$ cat src/inc/ulms_pkg.sv
`default_nettype none
package ulms_pkg;

	// clock and default line rate
	localparam int CORE_CLK_HZ   = 100_000_000;
	localparam int BAUD_RATE_DEF = 115_200;
	localparam int BIT_CLKS_DEF  = CORE_CLK_HZ / BAUD_RATE_DEF;
	localparam int DATA_BITS_DEF = 8;
	localparam int RXQ_DEPTH_DEF = 16;

	// register offsets
	localparam logic [2:0] OFF_RX_DATA = 3'h0;
	localparam logic [2:0] OFF_LSR     = 3'h5;
	localparam logic [2:0] OFF_MSR     = 3'h6;
	localparam logic [2:0] OFF_SCRATCH = 3'h7;

	// line_status_reg fields
	localparam int LSR_RX_READY = 0;
	localparam int LSR_OVERRUN  = 1;
	localparam int LSR_PARITY   = 2;
	localparam int LSR_FRAMING  = 3;
	localparam int LSR_TX_READY = 5;
	localparam int LSR_TX_EMPTY = 6;

	// modem_line_status fields and fixed infrared value
	localparam int MSR_CTS_DELTA  = 0;
	localparam int MSR_DSR_DELTA  = 1;
	localparam int MSR_RING_EDGE  = 2;
	localparam int MSR_DCD_DELTA  = 3;
	localparam logic [7:0] MSR_IR_VALUE = 8'h30;

	// modem_control_reg bits used in loopback
	localparam int MCR_DTR = 0;
	localparam int MCR_RTS = 1;
	localparam int MCR_RI  = 2;
	localparam int MCR_DCD = 3;

	// aux_status_control fields and masks
	localparam int ASC_RX_TIMEOUT = 0;
	localparam int ASC_EOT        = 2;
	localparam int ASC_RX_WDOG    = 4;
	localparam int ASC_RX_ACTIVE  = 5;
	localparam int ASC_TX_UNDER   = 6;
	localparam logic [7:0] ASC_HW_MASK  = 8'h73;
	localparam logic [7:0] ASC_RXR_MASK = 8'h33;
	localparam logic [7:0] ASC_RST      = 8'h00;
	localparam logic [7:0] SCRATCH_RST  = 8'h00;

	// receiver framing states, gray along the path
	typedef enum logic [2:0] {
		RX_IDLE   = 3'b000,
		RX_START  = 3'b001,
		RX_DATA   = 3'b011,
		RX_PARITY = 3'b010,
		RX_STOP   = 3'b110
	} ulms_rx_state_type;

endpackage
`default_nettype wire

$ cat src/logic/ulms_top.sv
`timescale 1ns/10ps
`default_nettype none
// What this block does
// - set framing_fault when a received stop bit samples low; read clears
// - after a framing fault, bad stop bit becomes the next start bit
// - queued faults show in line_status_reg when their character is at head
// - set parity_fault on parity mismatch with even/odd selection; read clears
// - set overrun_fault at once on overrun; read of line_status_reg clears
// - no FIFO: new character overwrites unread holding register, overrun
// - FIFO full: new character dropped, queue untouched, overrun
// - rx_char_ready while holding register or queue holds data
// - infrared with ir_modem_status_select set: modem status reads 30h
// - loopback: modem inputs cut, status driven from modem_control_reg bits
// - modem_change_event when irq enable set and any delta bit set
// - delta bits clear on reset, read, mode change with select low
// - upper modem status bits show live DCD, RI, DSR, CTS
// - carrier_detect_delta set on any DCD change; read clears
// - ring_trailing_edge set only on RI high-to-low; read clears
// - set_ready_delta and clear_to_send_delta set on DSR/CTS change
// - offset 07h: scratch_store if extended bit 0, else aux_status_control
// - aux_status_control meaning follows mode; cleared by hardware reset
// - aux bit 2 clears on transmitter soft reset and after end-of-tx char
// - aux bit 6 clears on transmitter soft reset or host write of 1
// - aux bits 0,1,4,5 clear on receiver soft reset
// - line status bits 3:1 sticky; clear on reset, rx soft reset, read
module ulms_top #(
	parameter int CLKS_PER_BIT = ulms_pkg::BIT_CLKS_DEF,
	parameter int DATA_BITS    = ulms_pkg::DATA_BITS_DEF,
	parameter int RXQ_DEPTH    = ulms_pkg::RXQ_DEPTH_DEF
) (
	input  wire logic        CORE_CLK,
	input  wire logic        RSTN,
	input  wire logic [2:0]  ADDR,
	input  wire logic        RD_STB,
	input  wire logic        WR_STB,
	input  wire logic [7:0]  WDATA,
	output logic      [7:0]  RDATA,
	input  wire logic        RXD,
	input  wire logic        DCD,
	input  wire logic        RI,
	input  wire logic        DSR,
	input  wire logic        CTS,
	input  wire logic        FIFO_EN,
	input  wire logic        PARITY_EN,
	input  wire logic        PARITY_EVEN,
	input  wire logic        EXT_MODE,
	input  wire logic        LOOPBACK,
	input  wire logic [3:0]  MODEM_CONTROL_REG,
	input  wire logic        IR_MODE,
	input  wire logic        IR_MODEM_STATUS_SELECT,
	input  wire logic [2:0]  OP_MODE,
	input  wire logic        MODEM_CHANGE_IRQ_EN,
	input  wire logic        TX_SOFT_RST,
	input  wire logic        RX_SOFT_RST,
	input  wire logic        EOT_SENT,
	input  wire logic [7:0]  ASC_SET,
	input  wire logic        TX_IDLE,
	input  wire logic        TX_HOLD_EMPTY,
	output logic             RX_CHAR_READY,
	output logic             MODEM_CHANGE_EVENT,
	output logic [7:0]       AUX_STATUS_CONTROL
);
	import ulms_pkg::*;

	localparam int AW = $clog2(RXQ_DEPTH);
	localparam int EW = DATA_BITS + 2;

	// address hit for a strobe
	function automatic logic hit(input logic stb, input logic [2:0] a,
		input logic [2:0] off);
		hit = stb && (a == off);
	endfunction

	logic [EW-1:0]         mem [RXQ_DEPTH];
	logic [AW-1:0]         wr_ptr_r;
	logic [AW-1:0]         rd_ptr_r;
	logic [AW:0]           count_r;
	logic [AW:0]           count_nxt;
	logic [AW:0]           limit;
	logic                  head_seen_r;
	logic                  fe_r;
	logic                  pe_r;
	logic                  oe_r;
	logic                  rxd_meta_r;
	logic                  rxd_sync_r;
	logic                  char_done;
	logic [DATA_BITS-1:0]  char_data;
	logic                  char_pe;
	logic                  char_fe;
	logic                  push;
	logic                  overrun;
	logic                  overwrite;
	logic                  pop;
	logic                  rd_lsr;
	logic                  rd_msr;
	logic                  rd_asc;
	logic                  wr_spc;
	logic                  head_new;
	logic [EW-1:0]         head;
	logic [3:0]            pin_meta_r;
	logic [3:0]            pin_sync_r;
	logic [3:0]            live;
	logic [3:0]            live_r;
	logic [3:0]            delta_r;
	logic [3:0]            delta_set;
	logic [3:0]            delta_nxt;
	logic                  delta_clr;
	logic [2:0]            mode_r;
	logic [7:0]            scratch_r;
	logic [7:0]            asc_nxt;
	logic [7:0]            rd_mux;
	logic                  modem_change_event_r;

	// receive line into the core clock
	always_ff @(posedge CORE_CLK or negedge RSTN)
	begin
		if (!RSTN)
		begin
			rxd_meta_r <= 1'b1;
			rxd_sync_r <= 1'b1;
		end
		else
		begin
			rxd_meta_r <= RXD;
			rxd_sync_r <= rxd_meta_r;
		end
	end

	ulms_rx_frame #(
		.CLKS_PER_BIT (CLKS_PER_BIT),
		.DATA_BITS    (DATA_BITS)
	) u_rx_frame (
		.clk          (CORE_CLK),
		.rst_n        (RSTN),
		.rxd          (rxd_sync_r),
		.parity_en    (PARITY_EN),
		.parity_even  (PARITY_EVEN),
		.char_done    (char_done),
		.char_data    (char_data),
		.char_pe      (char_pe),
		.char_fe      (char_fe)
	);

	// host access decode
	assign rd_lsr = hit(RD_STB, ADDR, OFF_LSR);
	assign rd_msr = hit(RD_STB, ADDR, OFF_MSR);
	assign rd_asc = hit(RD_STB, ADDR, OFF_SCRATCH) && EXT_MODE;
	assign wr_spc = hit(WR_STB, ADDR, OFF_SCRATCH);
	assign pop    = hit(RD_STB, ADDR, OFF_RX_DATA) && (count_r != '0);

	// queue depth one acts as the holding register
	assign limit     = FIFO_EN ? (AW+1)'(RXQ_DEPTH) : (AW+1)'(1);
	assign push      = char_done && (count_r < limit);
	assign overrun   = char_done && (count_r >= limit);
	assign overwrite = overrun && !FIFO_EN;
	assign head      = mem[rd_ptr_r];
	assign head_new  = (count_r != '0) && !head_seen_r;

	// entries: parity fault, framing fault, data
	always_ff @(posedge CORE_CLK)
	begin
		if (push)
			mem[wr_ptr_r] <= {char_pe, char_fe, char_data};
		else if (overwrite)
			mem[rd_ptr_r] <= {char_pe, char_fe, char_data};
	end

	always_comb
	begin
		count_nxt = count_r;
		if (push && !pop)
			count_nxt = count_r + 1'b1;
		else if (pop && !push)
			count_nxt = count_r - 1'b1;
	end

	// pointers, fill level and head tracking
	always_ff @(posedge CORE_CLK or negedge RSTN)
	begin
		if (!RSTN)
		begin
			wr_ptr_r      <= '0;
			rd_ptr_r      <= '0;
			count_r       <= '0;
			head_seen_r   <= 1'b0;
			RX_CHAR_READY <= 1'b0;
		end
		else if (RX_SOFT_RST)
		begin
			wr_ptr_r      <= '0;
			rd_ptr_r      <= '0;
			count_r       <= '0;
			head_seen_r   <= 1'b0;
			RX_CHAR_READY <= 1'b0;
		end
		else
		begin
			if (push)
				wr_ptr_r <= wr_ptr_r + 1'b1;
			if (pop)
				rd_ptr_r <= rd_ptr_r + 1'b1;
			count_r       <= count_nxt;
			RX_CHAR_READY <= count_nxt != '0;
			if (pop || overwrite)
				head_seen_r <= 1'b0;
			else if (count_r != '0)
				head_seen_r <= 1'b1;
		end
	end

	// sticky line faults, set beats the read clear
	always_ff @(posedge CORE_CLK or negedge RSTN)
	begin
		if (!RSTN)
		begin
			fe_r <= 1'b0;
			pe_r <= 1'b0;
			oe_r <= 1'b0;
		end
		else if (RX_SOFT_RST)
		begin
			fe_r <= 1'b0;
			pe_r <= 1'b0;
			oe_r <= 1'b0;
		end
		else
		begin
			fe_r <= (head_new && head[EW-2]) || (fe_r && !rd_lsr);
			pe_r <= (head_new && head[EW-1]) || (pe_r && !rd_lsr);
			oe_r <= overrun || (oe_r && !rd_lsr);
		end
	end

	// modem pins into the core clock
	always_ff @(posedge CORE_CLK or negedge RSTN)
	begin
		if (!RSTN)
		begin
			pin_meta_r <= 4'h0;
			pin_sync_r <= 4'h0;
		end
		else
		begin
			pin_meta_r <= {DCD, RI, DSR, CTS};
			pin_sync_r <= pin_meta_r;
		end
	end

	// loopback swaps pins for control bits
	assign live = LOOPBACK ? {MODEM_CONTROL_REG[MCR_DCD],
		MODEM_CONTROL_REG[MCR_RI], MODEM_CONTROL_REG[MCR_DTR],
		MODEM_CONTROL_REG[MCR_RTS]} : pin_sync_r;

	// change detection and clear sources
	always_comb
	begin
		delta_set = 4'h0;
		delta_set[MSR_DCD_DELTA] = live[3] ^ live_r[3];
		delta_set[MSR_RING_EDGE] = live_r[2] && !live[2];
		delta_set[MSR_DSR_DELTA] = live[1] ^ live_r[1];
		delta_set[MSR_CTS_DELTA] = live[0] ^ live_r[0];
		delta_clr = rd_msr ||
			((OP_MODE != mode_r) && !IR_MODEM_STATUS_SELECT);
		delta_nxt = delta_set | (delta_r & ~{4{delta_clr}});
	end

	// modem status state and event
	always_ff @(posedge CORE_CLK or negedge RSTN)
	begin
		if (!RSTN)
		begin
			live_r  <= 4'h0;
			delta_r <= 4'h0;
			mode_r  <= 3'h0;
			modem_change_event_r <= 1'b0;
		end
		else
		begin
			live_r  <= live;
			delta_r <= delta_nxt;
			mode_r  <= OP_MODE;
			modem_change_event_r <= MODEM_CHANGE_IRQ_EN && (delta_nxt != 4'h0);
		end
	end

	assign MODEM_CHANGE_EVENT = modem_change_event_r;

	// aux register next value, hardware sets win
	always_comb
	begin
		asc_nxt = AUX_STATUS_CONTROL;
		if (wr_spc && EXT_MODE)
		begin
			asc_nxt[ASC_EOT] = WDATA[ASC_EOT];
			if (WDATA[ASC_TX_UNDER])
				asc_nxt[ASC_TX_UNDER] = 1'b0;
			if (WDATA[ASC_RX_ACTIVE])
				asc_nxt[ASC_RX_ACTIVE] = 1'b0;
		end
		if (rd_asc)
			asc_nxt[ASC_RX_WDOG] = 1'b0;
		if (pop)
			asc_nxt[ASC_RX_TIMEOUT] = 1'b0;
		if (EOT_SENT || TX_SOFT_RST)
			asc_nxt[ASC_EOT] = 1'b0;
		if (TX_SOFT_RST)
			asc_nxt[ASC_TX_UNDER] = 1'b0;
		if (RX_SOFT_RST)
			asc_nxt = asc_nxt & ~ASC_RXR_MASK;
		asc_nxt = asc_nxt | (ASC_SET & ASC_HW_MASK);
	end

	// shared offset: scratch or aux by extended bit
	always_ff @(posedge CORE_CLK or negedge RSTN)
	begin
		if (!RSTN)
		begin
			scratch_r          <= SCRATCH_RST;
			AUX_STATUS_CONTROL <= ASC_RST;
		end
		else
		begin
			if (wr_spc && !EXT_MODE)
				scratch_r <= WDATA;
			AUX_STATUS_CONTROL <= asc_nxt;
		end
	end

	// read data select
	always_comb
	begin
		rd_mux = 8'h00;
		case (ADDR)
			OFF_RX_DATA:
				rd_mux = (count_r != '0) ? head[7:0] : 8'h00;
			OFF_LSR:
			begin
				rd_mux[LSR_RX_READY] = count_r != '0;
				rd_mux[LSR_OVERRUN]  = oe_r;
				rd_mux[LSR_PARITY]   = pe_r;
				rd_mux[LSR_FRAMING]  = fe_r;
				rd_mux[LSR_TX_READY] = TX_HOLD_EMPTY;
				rd_mux[LSR_TX_EMPTY] = TX_IDLE;
			end
			OFF_MSR:
				rd_mux = (IR_MODE && IR_MODEM_STATUS_SELECT) ? MSR_IR_VALUE :
					{live_r, delta_r};
			OFF_SCRATCH:
				rd_mux = EXT_MODE ? AUX_STATUS_CONTROL : scratch_r;
			default:
				rd_mux = 8'h00;
		endcase
	end

	// read data register, holds between reads
	always_ff @(posedge CORE_CLK or negedge RSTN)
	begin
		if (!RSTN)
			RDATA <= 8'h00;
		else if (RD_STB)
			RDATA <= rd_mux;
	end

	a_overrun_flag: assert property (@(posedge CORE_CLK) disable iff (!RSTN)
		overrun && !RX_SOFT_RST |=> oe_r)
		else $error("overrun not flagged");
	a_fifo_drop: assert property (@(posedge CORE_CLK) disable iff (!RSTN)
		overrun && FIFO_EN && !pop && !RX_SOFT_RST |=> count_r == $past(count_r))
		else $error("queue changed on overrun");
	a_rx_ready: assert property (@(posedge CORE_CLK) disable iff (!RSTN)
		push && !RX_SOFT_RST |=> RX_CHAR_READY)
		else $error("ready missing after push");
	a_msr_ir_value: assert property (@(posedge CORE_CLK) disable iff (!RSTN)
		rd_msr && IR_MODE && IR_MODEM_STATUS_SELECT |=> RDATA == 8'h30)
		else $error("infrared modem status not 30h");
	a_dcd_delta: assert property (@(posedge CORE_CLK) disable iff (!RSTN)
		live[3] != live_r[3] |=> delta_r[MSR_DCD_DELTA])
		else $error("dcd change lost");
	a_ring_edge: assert property (@(posedge CORE_CLK) disable iff (!RSTN)
		$rose(delta_r[MSR_RING_EDGE]) |-> $fell(live_r[2]))
		else $error("ring edge without falling ri");
	a_msr_rd_clear: assert property (@(posedge CORE_CLK) disable iff (!RSTN)
		rd_msr && delta_set == 4'h0 |=> delta_r == 4'h0)
		else $error("delta bits not cleared by read");
	a_modem_event: assert property (@(posedge CORE_CLK) disable iff (!RSTN)
		delta_r != 4'h0 && $past(MODEM_CHANGE_IRQ_EN) |-> MODEM_CHANGE_EVENT)
		else $error("modem event missing");
	a_txur_w1c: assert property (@(posedge CORE_CLK) disable iff (!RSTN)
		wr_spc && EXT_MODE && WDATA[ASC_TX_UNDER] && !ASC_SET[ASC_TX_UNDER]
		|=> !AUX_STATUS_CONTROL[ASC_TX_UNDER])
		else $error("underrun bit not cleared by write");

endmodule
`default_nettype wire

$ cat src/logic/ulms_rx_frame.sv
`timescale 1ns/10ps
`default_nettype none
module ulms_rx_frame #(
	parameter int CLKS_PER_BIT = ulms_pkg::BIT_CLKS_DEF,
	parameter int DATA_BITS    = ulms_pkg::DATA_BITS_DEF
) (
	input  wire logic                 clk,
	input  wire logic                 rst_n,
	input  wire logic                 rxd,
	input  wire logic                 parity_en,
	input  wire logic                 parity_even,
	output logic                      char_done,
	output logic [DATA_BITS-1:0]      char_data,
	output logic                      char_pe,
	output logic                      char_fe
);
	import ulms_pkg::*;

	localparam int CW = $clog2(CLKS_PER_BIT + 1);
	localparam logic [CW-1:0] FULL = CW'(CLKS_PER_BIT - 1);
	localparam logic [CW-1:0] HALF = CW'(CLKS_PER_BIT / 2 - 1);
	localparam logic [3:0]    LAST = 4'(DATA_BITS - 1);

	ulms_rx_state_type     state_r;
	logic [CW-1:0]         cnt_r;
	logic [3:0]            bit_r;
	logic [DATA_BITS-1:0]  shift_r;
	logic                  par_r;
	logic                  pe_r;

	// framing, mid-bit sampling, resync on a low stop bit
	always_ff @(posedge clk or negedge rst_n)
	begin
		if (!rst_n)
		begin
			state_r   <= RX_IDLE;
			cnt_r     <= '0;
			bit_r     <= 4'h0;
			shift_r   <= '0;
			par_r     <= 1'b0;
			pe_r      <= 1'b0;
			char_done <= 1'b0;
			char_data <= '0;
			char_pe   <= 1'b0;
			char_fe   <= 1'b0;
		end
		else
		begin
			char_done <= 1'b0;
			case (state_r)
				RX_IDLE:
					if (!rxd)
					begin
						state_r <= RX_START;
						cnt_r   <= HALF;
					end
				RX_START:
					if (cnt_r != '0)
						cnt_r <= cnt_r - 1'b1;
					else if (!rxd)
					begin
						state_r <= RX_DATA;
						cnt_r   <= FULL;
						bit_r   <= 4'h0;
						par_r   <= 1'b0;
					end
					else
						state_r <= RX_IDLE; // glitch, not a start
				RX_DATA:
					if (cnt_r != '0)
						cnt_r <= cnt_r - 1'b1;
					else
					begin
						shift_r <= {rxd, shift_r[DATA_BITS-1:1]};
						par_r   <= par_r ^ rxd;
						cnt_r   <= FULL;
						bit_r   <= bit_r + 1'b1;
						if (bit_r == LAST)
						begin
							state_r <= parity_en ? RX_PARITY : RX_STOP;
							pe_r    <= 1'b0;
						end
					end
				RX_PARITY:
					if (cnt_r != '0)
						cnt_r <= cnt_r - 1'b1;
					else
					begin
						pe_r    <= par_r ^ rxd ^ ~parity_even;
						cnt_r   <= FULL;
						state_r <= RX_STOP;
					end
				RX_STOP:
					if (cnt_r != '0)
						cnt_r <= cnt_r - 1'b1;
					else
					begin
						char_done <= 1'b1;
						char_data <= shift_r;
						char_pe   <= pe_r;
						char_fe   <= !rxd;
						if (!rxd)
						begin
							// low stop bit taken as next start
							state_r <= RX_DATA;
							cnt_r   <= FULL;
							bit_r   <= 4'h0;
							par_r   <= 1'b0;
						end
						else
							state_r <= RX_IDLE;
					end
				default:
					state_r <= RX_IDLE;
			endcase
		end
	end

	a_resync_after_fe: assert property (@(posedge clk) disable iff (!rst_n)
		char_done && char_fe |-> state_r == RX_DATA && bit_r == 4'h0)
		else $error("no resync after framing fault");

endmodule
`default_nettype wire

$ cat config.mk
export PLATFORM = sky130hd
export DESIGN_NAME = ulms_top
export DESIGN_NICKNAME = d
export VERILOG_FILES = /design/src/inc/ulms_pkg.sv /design/src/logic/ulms_top.sv /design/src/logic/ulms_rx_frame.sv
export SDC_FILE = /design/constraint.sdc
export NUM_CORES = 1
export LEC_CHECK = 0
export BUFFER_PORTS_ARGS = -buffer_cell sky130_fd_sc_hd__buf_2
export CAP_MARGIN = 10
export CORE_MARGIN = 2
export CORE_UTILIZATION = 45
export CTS_CLUSTER_DIAMETER = 80
export DETAILED_ROUTE_END_ITERATION = 8
export PLACE_DENSITY_LB_ADDON = 0.1
export SLEW_MARGIN = 20
export SYNTH_ARGS = -nofsm -noshare
export SYNTH_HDL_FRONTEND = slang
export SYNTH_SLANG_ARGS = --single-unit
$ cat constraint.sdc
create_clock -name CORE_CLK -period 5.6 [get_ports CORE_CLK]
set_input_delay 0.56 -clock CORE_CLK [delete_from_list [all_inputs] [get_ports CORE_CLK]]
set_output_delay 0.56 -clock CORE_CLK [all_outputs]
set_load 0.05 [all_outputs]
==> flow_metrics.env, run 1 <==
export IMPL_gp_congestion=0.860
export IMPL_cts_made_buffers=28
export IMPL_worstHoldPathType="in -> reg"
export IMPL_die_area_sq_um=25400
export IMPL_worstPathArrival_ns=3.40
export IMPL_grt_pass1_wl_um=36000
export IMPL_firstDrtPassIters=4
export IMPL_cts_clk_slew_worst_paths_ns=0.06
export IMPL_syn_area_sq_um=10900
export IMPL_finalCritPeriodShare_pct=58.0
export IMPL_status="completed"
export IMPL_layout_drive_gt1_share_pct=23.9
export IMPL_worstHoldStart="RXD"
export IMPL_hold_violations=0
export IMPL_power_density_nw_per_um2=328
export IMPL_first_iter_violations=545
export IMPL_rrSetupSlack_ns=2.35
export IMPL_cap_violations=0
export IMPL_dp_hpwl_um=15400
export IMPL_slew_violations=0
export IMPL_nets=823
export IMPL_r2r_cells=7
export IMPL_cp_required_ns=5.75
export IMPL_peakVddDrop_mv=0.207
export IMPL_cp_end_kind="flop"
export IMPL_drc_errors=0
export IMPL_reg2reg_from="count_r[0]$_DFF_PN0_"
export IMPL_ios=66
export IMPL_holdPathEnd="rxd_meta_r$_DFF_PN1_"
export IMPL_seq_area_frac_synth_pct=67.3
export IMPL_yosys_most_used_dff="edfxtp_1"
export IMPL_avgRoutedWirePerCell_um=20.7
export IMPL_fin_area_sq_um=12400
export IMPL_drt_total_wl_um=22900
export IMPL_die_width_um=159
export IMPL_port_buffers=60
export IMPL_power_static_leakage_uw=0.00503
export IMPL_drtAntennaViolNets=0
export IMPL_layout_min_cycle_time_ns=3.25
export IMPL_fmax_mhz=308
export IMPL_regArea_sq_um=7310
export IMPL_diodes=0
export IMPL_ys_warnings_count=0
export IMPL_cts_max_level=1
export IMPL_syn_avg_cell_area_sq_um=15.5
export IMPL_place_ws_ns=2.16
export IMPL_crit_start="count_r[0]$_DFF_PN0_"
export IMPL_setup_violations_final=0
export IMPL_final_cell_mix="160 x edfxtp_1, 96 x dfrtp_1, 59 x buf_2"
export IMPL_whs_path_depth=1
export IMPL_num_vias=6078
export IMPL_grt_pass1_vias=6347
export IMPL_tightest_slew_ns=1.07
export IMPL_die_h_um=159
export IMPL_num_rows=56
export IMPL_cts_tree="yes"
export IMPL_multiInputGateArea_sq_um=3320
export IMPL_root_buffer="clkbuf_16"
export IMPL_fin_ws_ns=2.35
export IMPL_grt_overflow_total=0
export IMPL_grt_max_degree=68
export IMPL_power_uw=4070
export IMPL_reg2reg_to="mem[9][1]$_DFFE_PP_"
export IMPL_synth_enable_flop_cells=160
export IMPL_syn2layout_area_growth_pct=14.2
export IMPL_synth_async_reset_ratio_pct=38.5
export IMPL_ys_ff_latch=260
export IMPL_post_cts_buffers=0
export IMPL_grt_use_total_pct=18.4
export IMPL_critPathLaunchType="flop"
export IMPL_crit_fanout=12
export IMPL_skew_ns=0.00735
export IMPL_clk_latency_ns=0.53
export IMPL_viasPerCell=5.49
export IMPL_slew_limit_headroom_pct=28.7
export IMPL_cts_repair_resized=0
export IMPL_final_common_cell="edfxtp_1"
export IMPL_ys_types=69
export IMPL_core_region_area_sq_um=23600
export IMPL_place_area_sq_um=11400
export IMPL_tns_ns=0
export IMPL_initial_utilization_pct=46.0
export IMPL_antenna_found_initial=0
export IMPL_critPathKind="reg -> reg"
export IMPL_fill_cells=1948
export IMPL_cts_path_max_buffers=3
export IMPL_cts_sinks=260
export IMPL_rsz0062_at_grt="false"
export IMPL_netlist_instances=702
==> worst max-delay path, stage by stage, from the launching register on <==
cell and delay [ns]:
dfrtp_1 0.44, inv_1 0.16, ha_1 0.16, or4b_4 0.49, a21oi_4 0.37, nor2b_1 0.24
a32oi_1 0.17, nor2_1 0.84
==> synth_stat cells, types with 6 or more instances <==
cell | n | share of area [%]
edfxtp_1 | 160 | 44
dfrtp_1 | 98 | 23
nand2_1 | 58 | 2.0
nor2_1 | 56 | 1.9
mux4_2 | 50 | 10
a21oi_1 | 20 | 0.92
clkbuf_1 | 19 | 0.66
inv_1 | 18 | 0.62
mux2_2 | 11 | 1.1
nor3_1 | 11 | 0.51
o21ai_0 | 11 | 0.51
xnor2_1 | 10 | 0.81
a31oi_1 | 9 | 0.52
ha_1 | 9 | 1.0
nor2b_1 | 9 | 0.52
o21ai_1 | 9 | 0.41
xor2_1 | 9 | 0.73
a221o_1 | 8 | 0.74
mux2_1 | 8 | 0.83
nand2b_1 | 7 | 0.40
o31ai_1 | 7 | 0.48
a22oi_1 | 6 | 0.41
==> per-layer routing <==
| metal | vias to the layer above | global-route usage, % | wire length, um |
|---|---|---|---|
| met5 | - | 0 | 0 |
| met4 | 0 | 5.12 | 515 |
| met3 | 30 | 3.67 | 1350 |
| met2 | 136 | 31.1 | 11400 |
| met1 | 3098 | 24.5 | 9680 |
| li1 | 2814 | - | - |
==> cell type report <==
class	instances	area share [%]
Clock buffer	34	6.33
Clock inverter	18	1.43
Inverter	20	0.605
Multi-Input combinational cell	391	26.7
Sequential cell	260	58.9
Tap cell	319	3.22
Timing Repair Buffer	65	2.76
==> sequential cells by signal (all words and copies together), names as in the netlist, 4 cells and up <==
name                  cells
rd_ptr_r                  4
count_r                   5
u_rx_frame.bit_r          4
pin_sync_r                4
delta_r                   4
pin_meta_r                4
scratch_r                 8
u_rx_frame.shift_r        8
RDATA                     8
mem                     160
u_rx_frame.cnt_r         10
wr_ptr_r                  4
AUX_STATUS_CONTROL        6
live_r                    4
u_rx_frame.char_data      8
==> how the worst max path moves through the flow <==
stage | cells after the start | end | slack (ns)
2_1_floorplan | 9 | mem[0][0]$_DFFE_PP_ | 2.84
3_3_place_gp | 10 | mem[2][8]$_DFFE_PP_ | 2.20
3_5_place_dp | 8 | mem[10][2]$_DFFE_PP_ | 2.16
4_1_cts | 7 | mem[10][0]$_DFFE_PP_ | 2.26
5_1_grt | 7 | mem[10][2]$_DFFE_PP_ | 2.06
6_report | 7 | mem[9][1]$_DFFE_PP_ | 2.35
==> kinds of logic (layout without fill, tap and decap cells) <==
kind of cell	count (synthesis)	in the layout	share of synthesized area, %
buffers and inverters	52	137	2.29
adders and majority gates	9	9	1.04
AOI/OAI and AO/OA	111	111	7.30
and+or+nand+nor	178	178	7.91
xor gates and xnor gates	19	19	1.53
muxes	72	72	12.6
other	1	2	0.0345
DFF	260	260	67.3
==> power by group <==
part	switching (uW)	internal [uW]
Combinational	76.7	44.1
Sequential	20.4	2050
Clock	739	1140
Total	836	3230
==> stage by stage <==
stage	hold WS, ns	instances	util [%]
2_1_floorplan	0.264	703	-
3_3_place_gp	0.333	1054	48.4
3_5_place_dp	0.335	1054	48.4
4_1_cts	0.107	1107	52.5
5_1_grt	0.106	1107	52.6
6_report	0.132	1107	52.6
==> what timing repair did <==
| action | CTS | global route |
|---|---|---|
| setup endpoints to repair | 0 | 0 |
| endpoints found under the hold margin | 33 | 0 |
| hold buffers | 1 | 0 |
(Power assumes the default switching activity.)
==> run 2: changes to the inputs <==
clock period = 3 ns   (was 5.6 ns; I/O delays follow)
==> flow_metrics.env, run 2 (synthesis gave the netlist of run 1 again) <==
export IMPL_cp_required_ns=3.15
export IMPL_dp_hpwl_um=16100
export IMPL_die_width_um=159
export IMPL_drt_total_wl_um=24000
export IMPL_tns_ns=0
export IMPL_avgRoutedWirePerCell_um=20.8
export IMPL_layout_min_cycle_time_ns=2.78
export IMPL_gp_congestion=0.829
export IMPL_first_iter_violations=612
export IMPL_drtAntennaViolNets=0
export IMPL_rrSetupSlack_ns=0.22
export IMPL_critical_path_slowest_cell="nor2_1"
export IMPL_ios=66
export IMPL_cts_made_buffers=27
export IMPL_reg_largest_list="mem: 160 flops, u_rx_frame.cnt_r: 10 flops"
export IMPL_r2r_cells=9
export IMPL_num_rows=56
export IMPL_rsz0062_at_grt="false"
export IMPL_reg2reg_to="mem[4][5]$_DFFE_PP_"
export IMPL_grt_overflow_total=0
export IMPL_cts_clk_slew_worst_paths_ns=0.06
export IMPL_multiInputGateArea_sq_um=3320
export IMPL_slew_limit_headroom_pct=40.1
export IMPL_nets=874
export IMPL_whs_path_depth=2
export IMPL_top_register="mem"
export IMPL_cts_path_max_buffers=3
export IMPL_post_cts_buffers=0
export IMPL_top_layer_used="met4"
export IMPL_place_area_sq_um=11700
export IMPL_setup_violations_final=0
export IMPL_largest_register_ffs=160
export IMPL_diodes=0
export IMPL_final_common_cell="edfxtp_1"
export IMPL_crit_fanout=10
export IMPL_drc_errors=0
export IMPL_worstPathArrival_ns=2.93
export IMPL_cts_tree="yes"
export IMPL_worstHoldPathType="in -> reg"
export IMPL_finalNonFillerCells=1157
export IMPL_clk_latency_ns=0.54
export IMPL_cp_end_kind="flop"
export IMPL_layout_drive_gt1_share_pct=26.0
export IMPL_cap_violations=0
export IMPL_route_met3_wl_um=1410
export IMPL_crit_chain="inv_1 -> ha_1 -> or4b_4 -> a21oi_1 -> nor3b_1 -> buf_4 -> nor3_1 -> a31oi_1 -> nor2_1"
export IMPL_worstHoldStart="WDATA[5]"
export IMPL_slew_violations=0
export IMPL_critPathKind="reg -> reg"
export IMPL_cts_sinks=260
export IMPL_core_region_area_sq_um=23600
export IMPL_final_cell_mix="160 x edfxtp_1, 96 x dfrtp_1, 59 x buf_2"
export IMPL_skew_ns=0.0262
export IMPL_wl_met2_um=12000
export IMPL_power_density_nw_per_um2=599
export IMPL_firstDrtPassIters=5
export IMPL_num_vias=6443
export IMPL_finalCritPeriodShare_pct=92.7
export IMPL_tightest_slew_ns=0.895
export IMPL_syn2layout_area_growth_pct=18.8
export IMPL_status="completed"
export IMPL_max_stage_delay_ns=0.71
export IMPL_reg2reg_from="count_r[0]$_DFF_PN0_"
export IMPL_grt_use_total_pct=19.3
export IMPL_power_uw=7730
export IMPL_viasPerCell=5.57
export IMPL_antenna_found_initial=0
export IMPL_grt_pass1_wl_um=38200
export IMPL_fill_cells=1917
export IMPL_dp_cells=1084
export IMPL_fmax_mhz=360
export IMPL_initial_utilization_pct=46.0
export IMPL_peakVddDrop_mv=0.335
export IMPL_root_buffer="clkbuf_16"
export IMPL_power_static_leakage_uw=0.00529
export IMPL_wl_met1_um=10200
export IMPL_critPathLaunchType="flop"
export IMPL_grt_pass1_vias=6794
export IMPL_hold_violations=0
export IMPL_fin_area_sq_um=12900
export IMPL_grt_max_degree=70
export IMPL_die_area_sq_um=25400
export IMPL_die_h_um=159
export IMPL_cts_max_level=1
export IMPL_holdPathEnd="scratch_r[5]$_DFFE_PN0P_"
export IMPL_port_buffers=60
export IMPL_regArea_sq_um=7310
-- run 2: changes by cell type in the layout (fill, tap and decap cells not counted), moves of 2 or more --
cell and change:
clkinv_1 -2, nor2_2 +2, clkbuf_16 -3, clkinv_2 -2, bufinv_16 +3, dlygate4sd3_1 +22
buf_4 +27, nor2_1 -2, clkbuf_1 +2, buf_12 +3
-- run 2: layout make-up --
type | instances | area share, %
clock inverter | 16 | 1.85
multi-input combinational | 391 | 25.7
clock buffer | 34 | 5.67
inverter | 20 | 0.582
timing repair buffer | 117 | 6.40
sequential | 260 | 56.7
tap | 319 | 3.09
-- run 2: routing by layer --
metal | vias to the layer above | global-route usage (%)
met5 | - | 0
met3 | 38 | 3.59
met4 | 0 | 4.88
met1 | 3292 | 26.0
met2 | 194 | 32.7
li1 | 2919 | -
-- run 2: metrics by stage --
stage / setup slack [ns] / hold WS, ns / utilization [%]
5_1_grt: 0.0244 / 0.0104 / 54.6
2_1_floorplan: 0.346 / 0.00441 / -
3_5_place_dp: 0.0386 / 0.280 / 49.5
6_report: 0.219 / 0.0101 / 54.6
3_3_place_gp: 0.101 / 0.270 / 49.5
4_1_cts: 0.114 / 0.00192 / 54.6
-- run 2: what timing repair did --
item                       CTS  global route
setup endpoints to repair    0            18
hold buffers                23             0
gates resized for setup      0             2
hold endpoints to repair    52             0
-- run 2: worst max-delay path by stage --
stage	cells past startpoint	endpoint	from
6_report	9	mem[4][5]$_DFFE_PP_	count_r[0]$_DFF_PN0_
5_1_grt	9	mem[4][5]$_DFFE_PP_	count_r[0]$_DFF_PN0_
4_1_cts	9	mem[15][7]$_DFFE_PP_	count_r[0]$_DFF_PN0_
3_5_place_dp	10	mem[15][3]$_DFFE_PP_	FIFO_EN
3_3_place_gp	10	mem[15][0]$_DFFE_PP_	FIFO_EN
2_1_floorplan	9	mem[0][0]$_DFFE_PP_	count_r[0]$_DFF_PN0_
-- run 2: worst max-delay path: cells and delay by family (launching register included) --
kind / cells / cell delay, ns
simple gates: 4 / 1.42
flops: 1 / 0.38
buf+inv: 2 / 0.23
compound gates: 2 / 0.25
fa+ha+maj: 1 / 0.13
-- run 2: power breakdown --
part	switching (uW)	leakage, uW	internal, uW
Sequential	37.9	0.00314	3830
Combinational	148	0.00168	102
Clock	1370	0.000469	2240
==> run 3: changes to the inputs <==
ABC_AREA = 1   (was not set)
==> flow_metrics.env, run 3 <==
export IMPL_reg2reg_to="mem[10][7]$_DFFE_PP_"
export IMPL_critPathLaunchType="flop"
export IMPL_die_h_um=162
export IMPL_dp_hpwl_um=16100
export IMPL_syn2layout_area_growth_pct=16.3
export IMPL_slew_violations=0
export IMPL_setup_violations_final=0
export IMPL_viasPerCell=5.19
export IMPL_syn_avg_cell_area_sq_um=11.1
export IMPL_reg_largest_list="mem: 160 flops, u_rx_frame.cnt_r: 10 flops"
export IMPL_nets=1162
export IMPL_status="completed"
export IMPL_drc_errors=0
export IMPL_synth_top_area_share_pct=42.9
export IMPL_ys_ff_latch=260
export IMPL_drtAntennaViolNets=0
export IMPL_cts_made_buffers=28
export IMPL_gp_congestion=0.809
export IMPL_die_area_sq_um=26100
export IMPL_dp_cells=1377
export IMPL_grt_pass1_wl_um=40300
export IMPL_whs_path_depth=2
export IMPL_grt_pass1_vias=7472
export IMPL_crit_chain="inv_1 -> ha_1 -> nand2_1 -> nor4_1 -> o21ai_1 -> or2_1 -> nand2_2 -> nand3_2 -> nor2_1 -> buf_4"
export IMPL_layout_min_cycle_time_ns=2.48
export IMPL_netlist_instances=1005
export IMPL_skew_ns=0.0143
export IMPL_cts_repair_resized=0
export IMPL_cts_max_level=1
export IMPL_num_rows=57
export IMPL_firstDrtPassIters=5
export IMPL_cp_end_kind="flop"
export IMPL_core_region_area_sq_um=24400
export IMPL_cts_clk_slew_worst_paths_ns=0.06
export IMPL_ys_top_cells_by_count="160 x edfxtp_1, 156 x nand2_1, 123 x nor2_1"
export IMPL_crit_start="count_r[0]$_DFF_PN0_"
export IMPL_synth_async_reset_ratio_pct=38.5
export IMPL_cap_violations=0
export IMPL_crit_fanout=8
export IMPL_crit_buf_inv=2
export IMPL_slew_limit_headroom_pct=57.9
export IMPL_avgRoutedWirePerCell_um=17.2
export IMPL_port_buffers=60
export IMPL_fmax_mhz=403
export IMPL_max_stage_delay_ns=0.40
export IMPL_power_density_nw_per_um2=622
export IMPL_tightest_slew_ns=0.631
export IMPL_grt_overflow_total=0
export IMPL_worstHoldPathType="in -> reg"
export IMPL_drt_total_wl_um=24900
export IMPL_hold_violations=0
export IMPL_diodes=0
export IMPL_critical_path_slowest_cell="dfrtp_1"
export IMPL_finalNonFillerCells=1450
export IMPL_tns_ns=0
export IMPL_reg2reg_from="count_r[0]$_DFF_PN0_"
export IMPL_rsz0062_at_grt="false"
export IMPL_yosys_area_top_type="edfxtp_1"
export IMPL_r2r_cells=10
export IMPL_largest_register_ffs=160
export IMPL_post_cts_buffers=0
export IMPL_power_uw=8090
export IMPL_initial_utilization_pct=45.9
export IMPL_final_cell_mix="160 x edfxtp_1, 156 x nand2_1, 123 x nor2_1"
export IMPL_cts_sinks=260
export IMPL_synth_area_leaders="edfxtp_1 43%, dfrtp_1 22%, nand2_1 5.2%"
export IMPL_ys_types=56
export IMPL_num_vias=7528
export IMPL_grt_max_degree=90
export IMPL_cp_required_ns=3.23
export IMPL_peakVddDrop_mv=0.372
export IMPL_cts_path_max_buffers=3
export IMPL_final_common_cell="edfxtp_1"
export IMPL_holdPathEnd="live_r[0]$_DFF_PN0_"
export IMPL_yosysMostFrequentCell="edfxtp_1"
export IMPL_rrSetupSlack_ns=0.52
export IMPL_clk_latency_ns=0.54
export IMPL_power_static_leakage_uw=0.00539
export IMPL_worstHoldStart="MODEM_CONTROL_REG[1]"
export IMPL_synth_enable_flop_cells=160
export IMPL_hold_slack_ns=0.0325
export IMPL_cts_tree="yes"
export IMPL_cpLargestDelayFamily="simple AND/OR/NAND/NOR gates"
export IMPL_ys_warnings_count=0
export IMPL_finalCritPeriodShare_pct=82.8
export IMPL_root_buffer="clkbuf_16"
export IMPL_layout_drive_gt1_share_pct=17.1
export IMPL_syn_area_sq_um=11200
export IMPL_yosys_most_used_dff="edfxtp_1"
export IMPL_die_width_um=162
export IMPL_worstPathArrival_ns=2.72
export IMPL_critPathKind="reg -> reg"
export IMPL_antenna_found_initial=0
export IMPL_top_register="mem"
export IMPL_seq_area_frac_synth_pct=65.3
export IMPL_first_iter_violations=721
export IMPL_grt_use_total_pct=19.4
export IMPL_ios=66
==> run 3: cell count changes in the layout (fill, tap and decap cells not counted), sizes merged, moves of 40 or more <==
| cell | previous run | this run |
|---|---|---|
| o21ai | 20 | 137 |
| nand2 | 59 | 165 |
| nor2 | 56 | 132 |
| inv | 19 | 78 |
| mux4 | 50 | 0 |
| nand3 | 5 | 45 |
==> run 3: logic make-up (layout without fill, tap and decap cells) <==
logic type                 Yosys count  after routing  synth area share, %
adders and majority gates            9              9                 1.01
other                                1              2               0.0335
buffers and inverters              120            240                 4.52
AOI/OAI and AO/OA                  233            233                 12.6
and+or+nand+nor                    357            357                 14.3
xor gates and xnor gates            16             16                 1.25
muxes                                9              9                0.895
DFF                                260            260                 65.3
==> run 3: worst max path at each step <==
stage                           end  slack, ns  cells after the start
6_report       mem[10][7]$_DFFE_PP_       0.52                     10
5_1_grt         mem[8][7]$_DFFE_PP_       0.26                     10
4_1_cts        mem[10][7]$_DFFE_PP_       0.52                     10
3_5_place_dp   mem[10][7]$_DFFE_PP_       0.54                     10
3_3_place_gp   mem[10][7]$_DFFE_PP_       0.58                     11
2_1_floorplan   mem[2][0]$_DFFE_PP_       0.68                      9
==> run 3: per-stage QoR <==
step	setup WS [ns]	util (%)	cell area (sq um)
global placement	0.577	48.9	11900
detailed placement	0.541	48.9	11900
global route	0.262	53.3	13000
finish	0.516	53.3	13000
CTS	0.520	53.3	13000
floorplan	0.684	-	11200
==> run 3: timing repair <==
item	in CTS	in global routing
hold buffers	22	0
endpoints found under the setup margin	0	0
hold endpoints to repair	59	0
==> run 3: cell type report <==
type	count	area (sq um)
flip-flops and latches	260	7310
fillers	2172	11400
clock inverters	11	97.6
repair buffers	109	751
inverters	80	304
multi-input cells	626	3380
clock buffers	40	767
well taps	324	405
==> run 3: metal layers <==
metal / vias up / GRT usage [%] / part of all wire, %
met5: - / 0 / 0
met4: 0 / 3.74 / 1.1
met3: 25 / 2.94 / 4.8
met2: 153 / 31.5 / 47
met1: 3631 / 28.3 / 47
li1: 3719 / - / -
==> run 3: power breakdown <==
part	leakage, uW	switching (uW)	total [uW]	internal (uW)
clock network	0.000420	1330	3270	1940
logic	0.00217	548	835	287
registers	0.00280	94.4	3990	3900
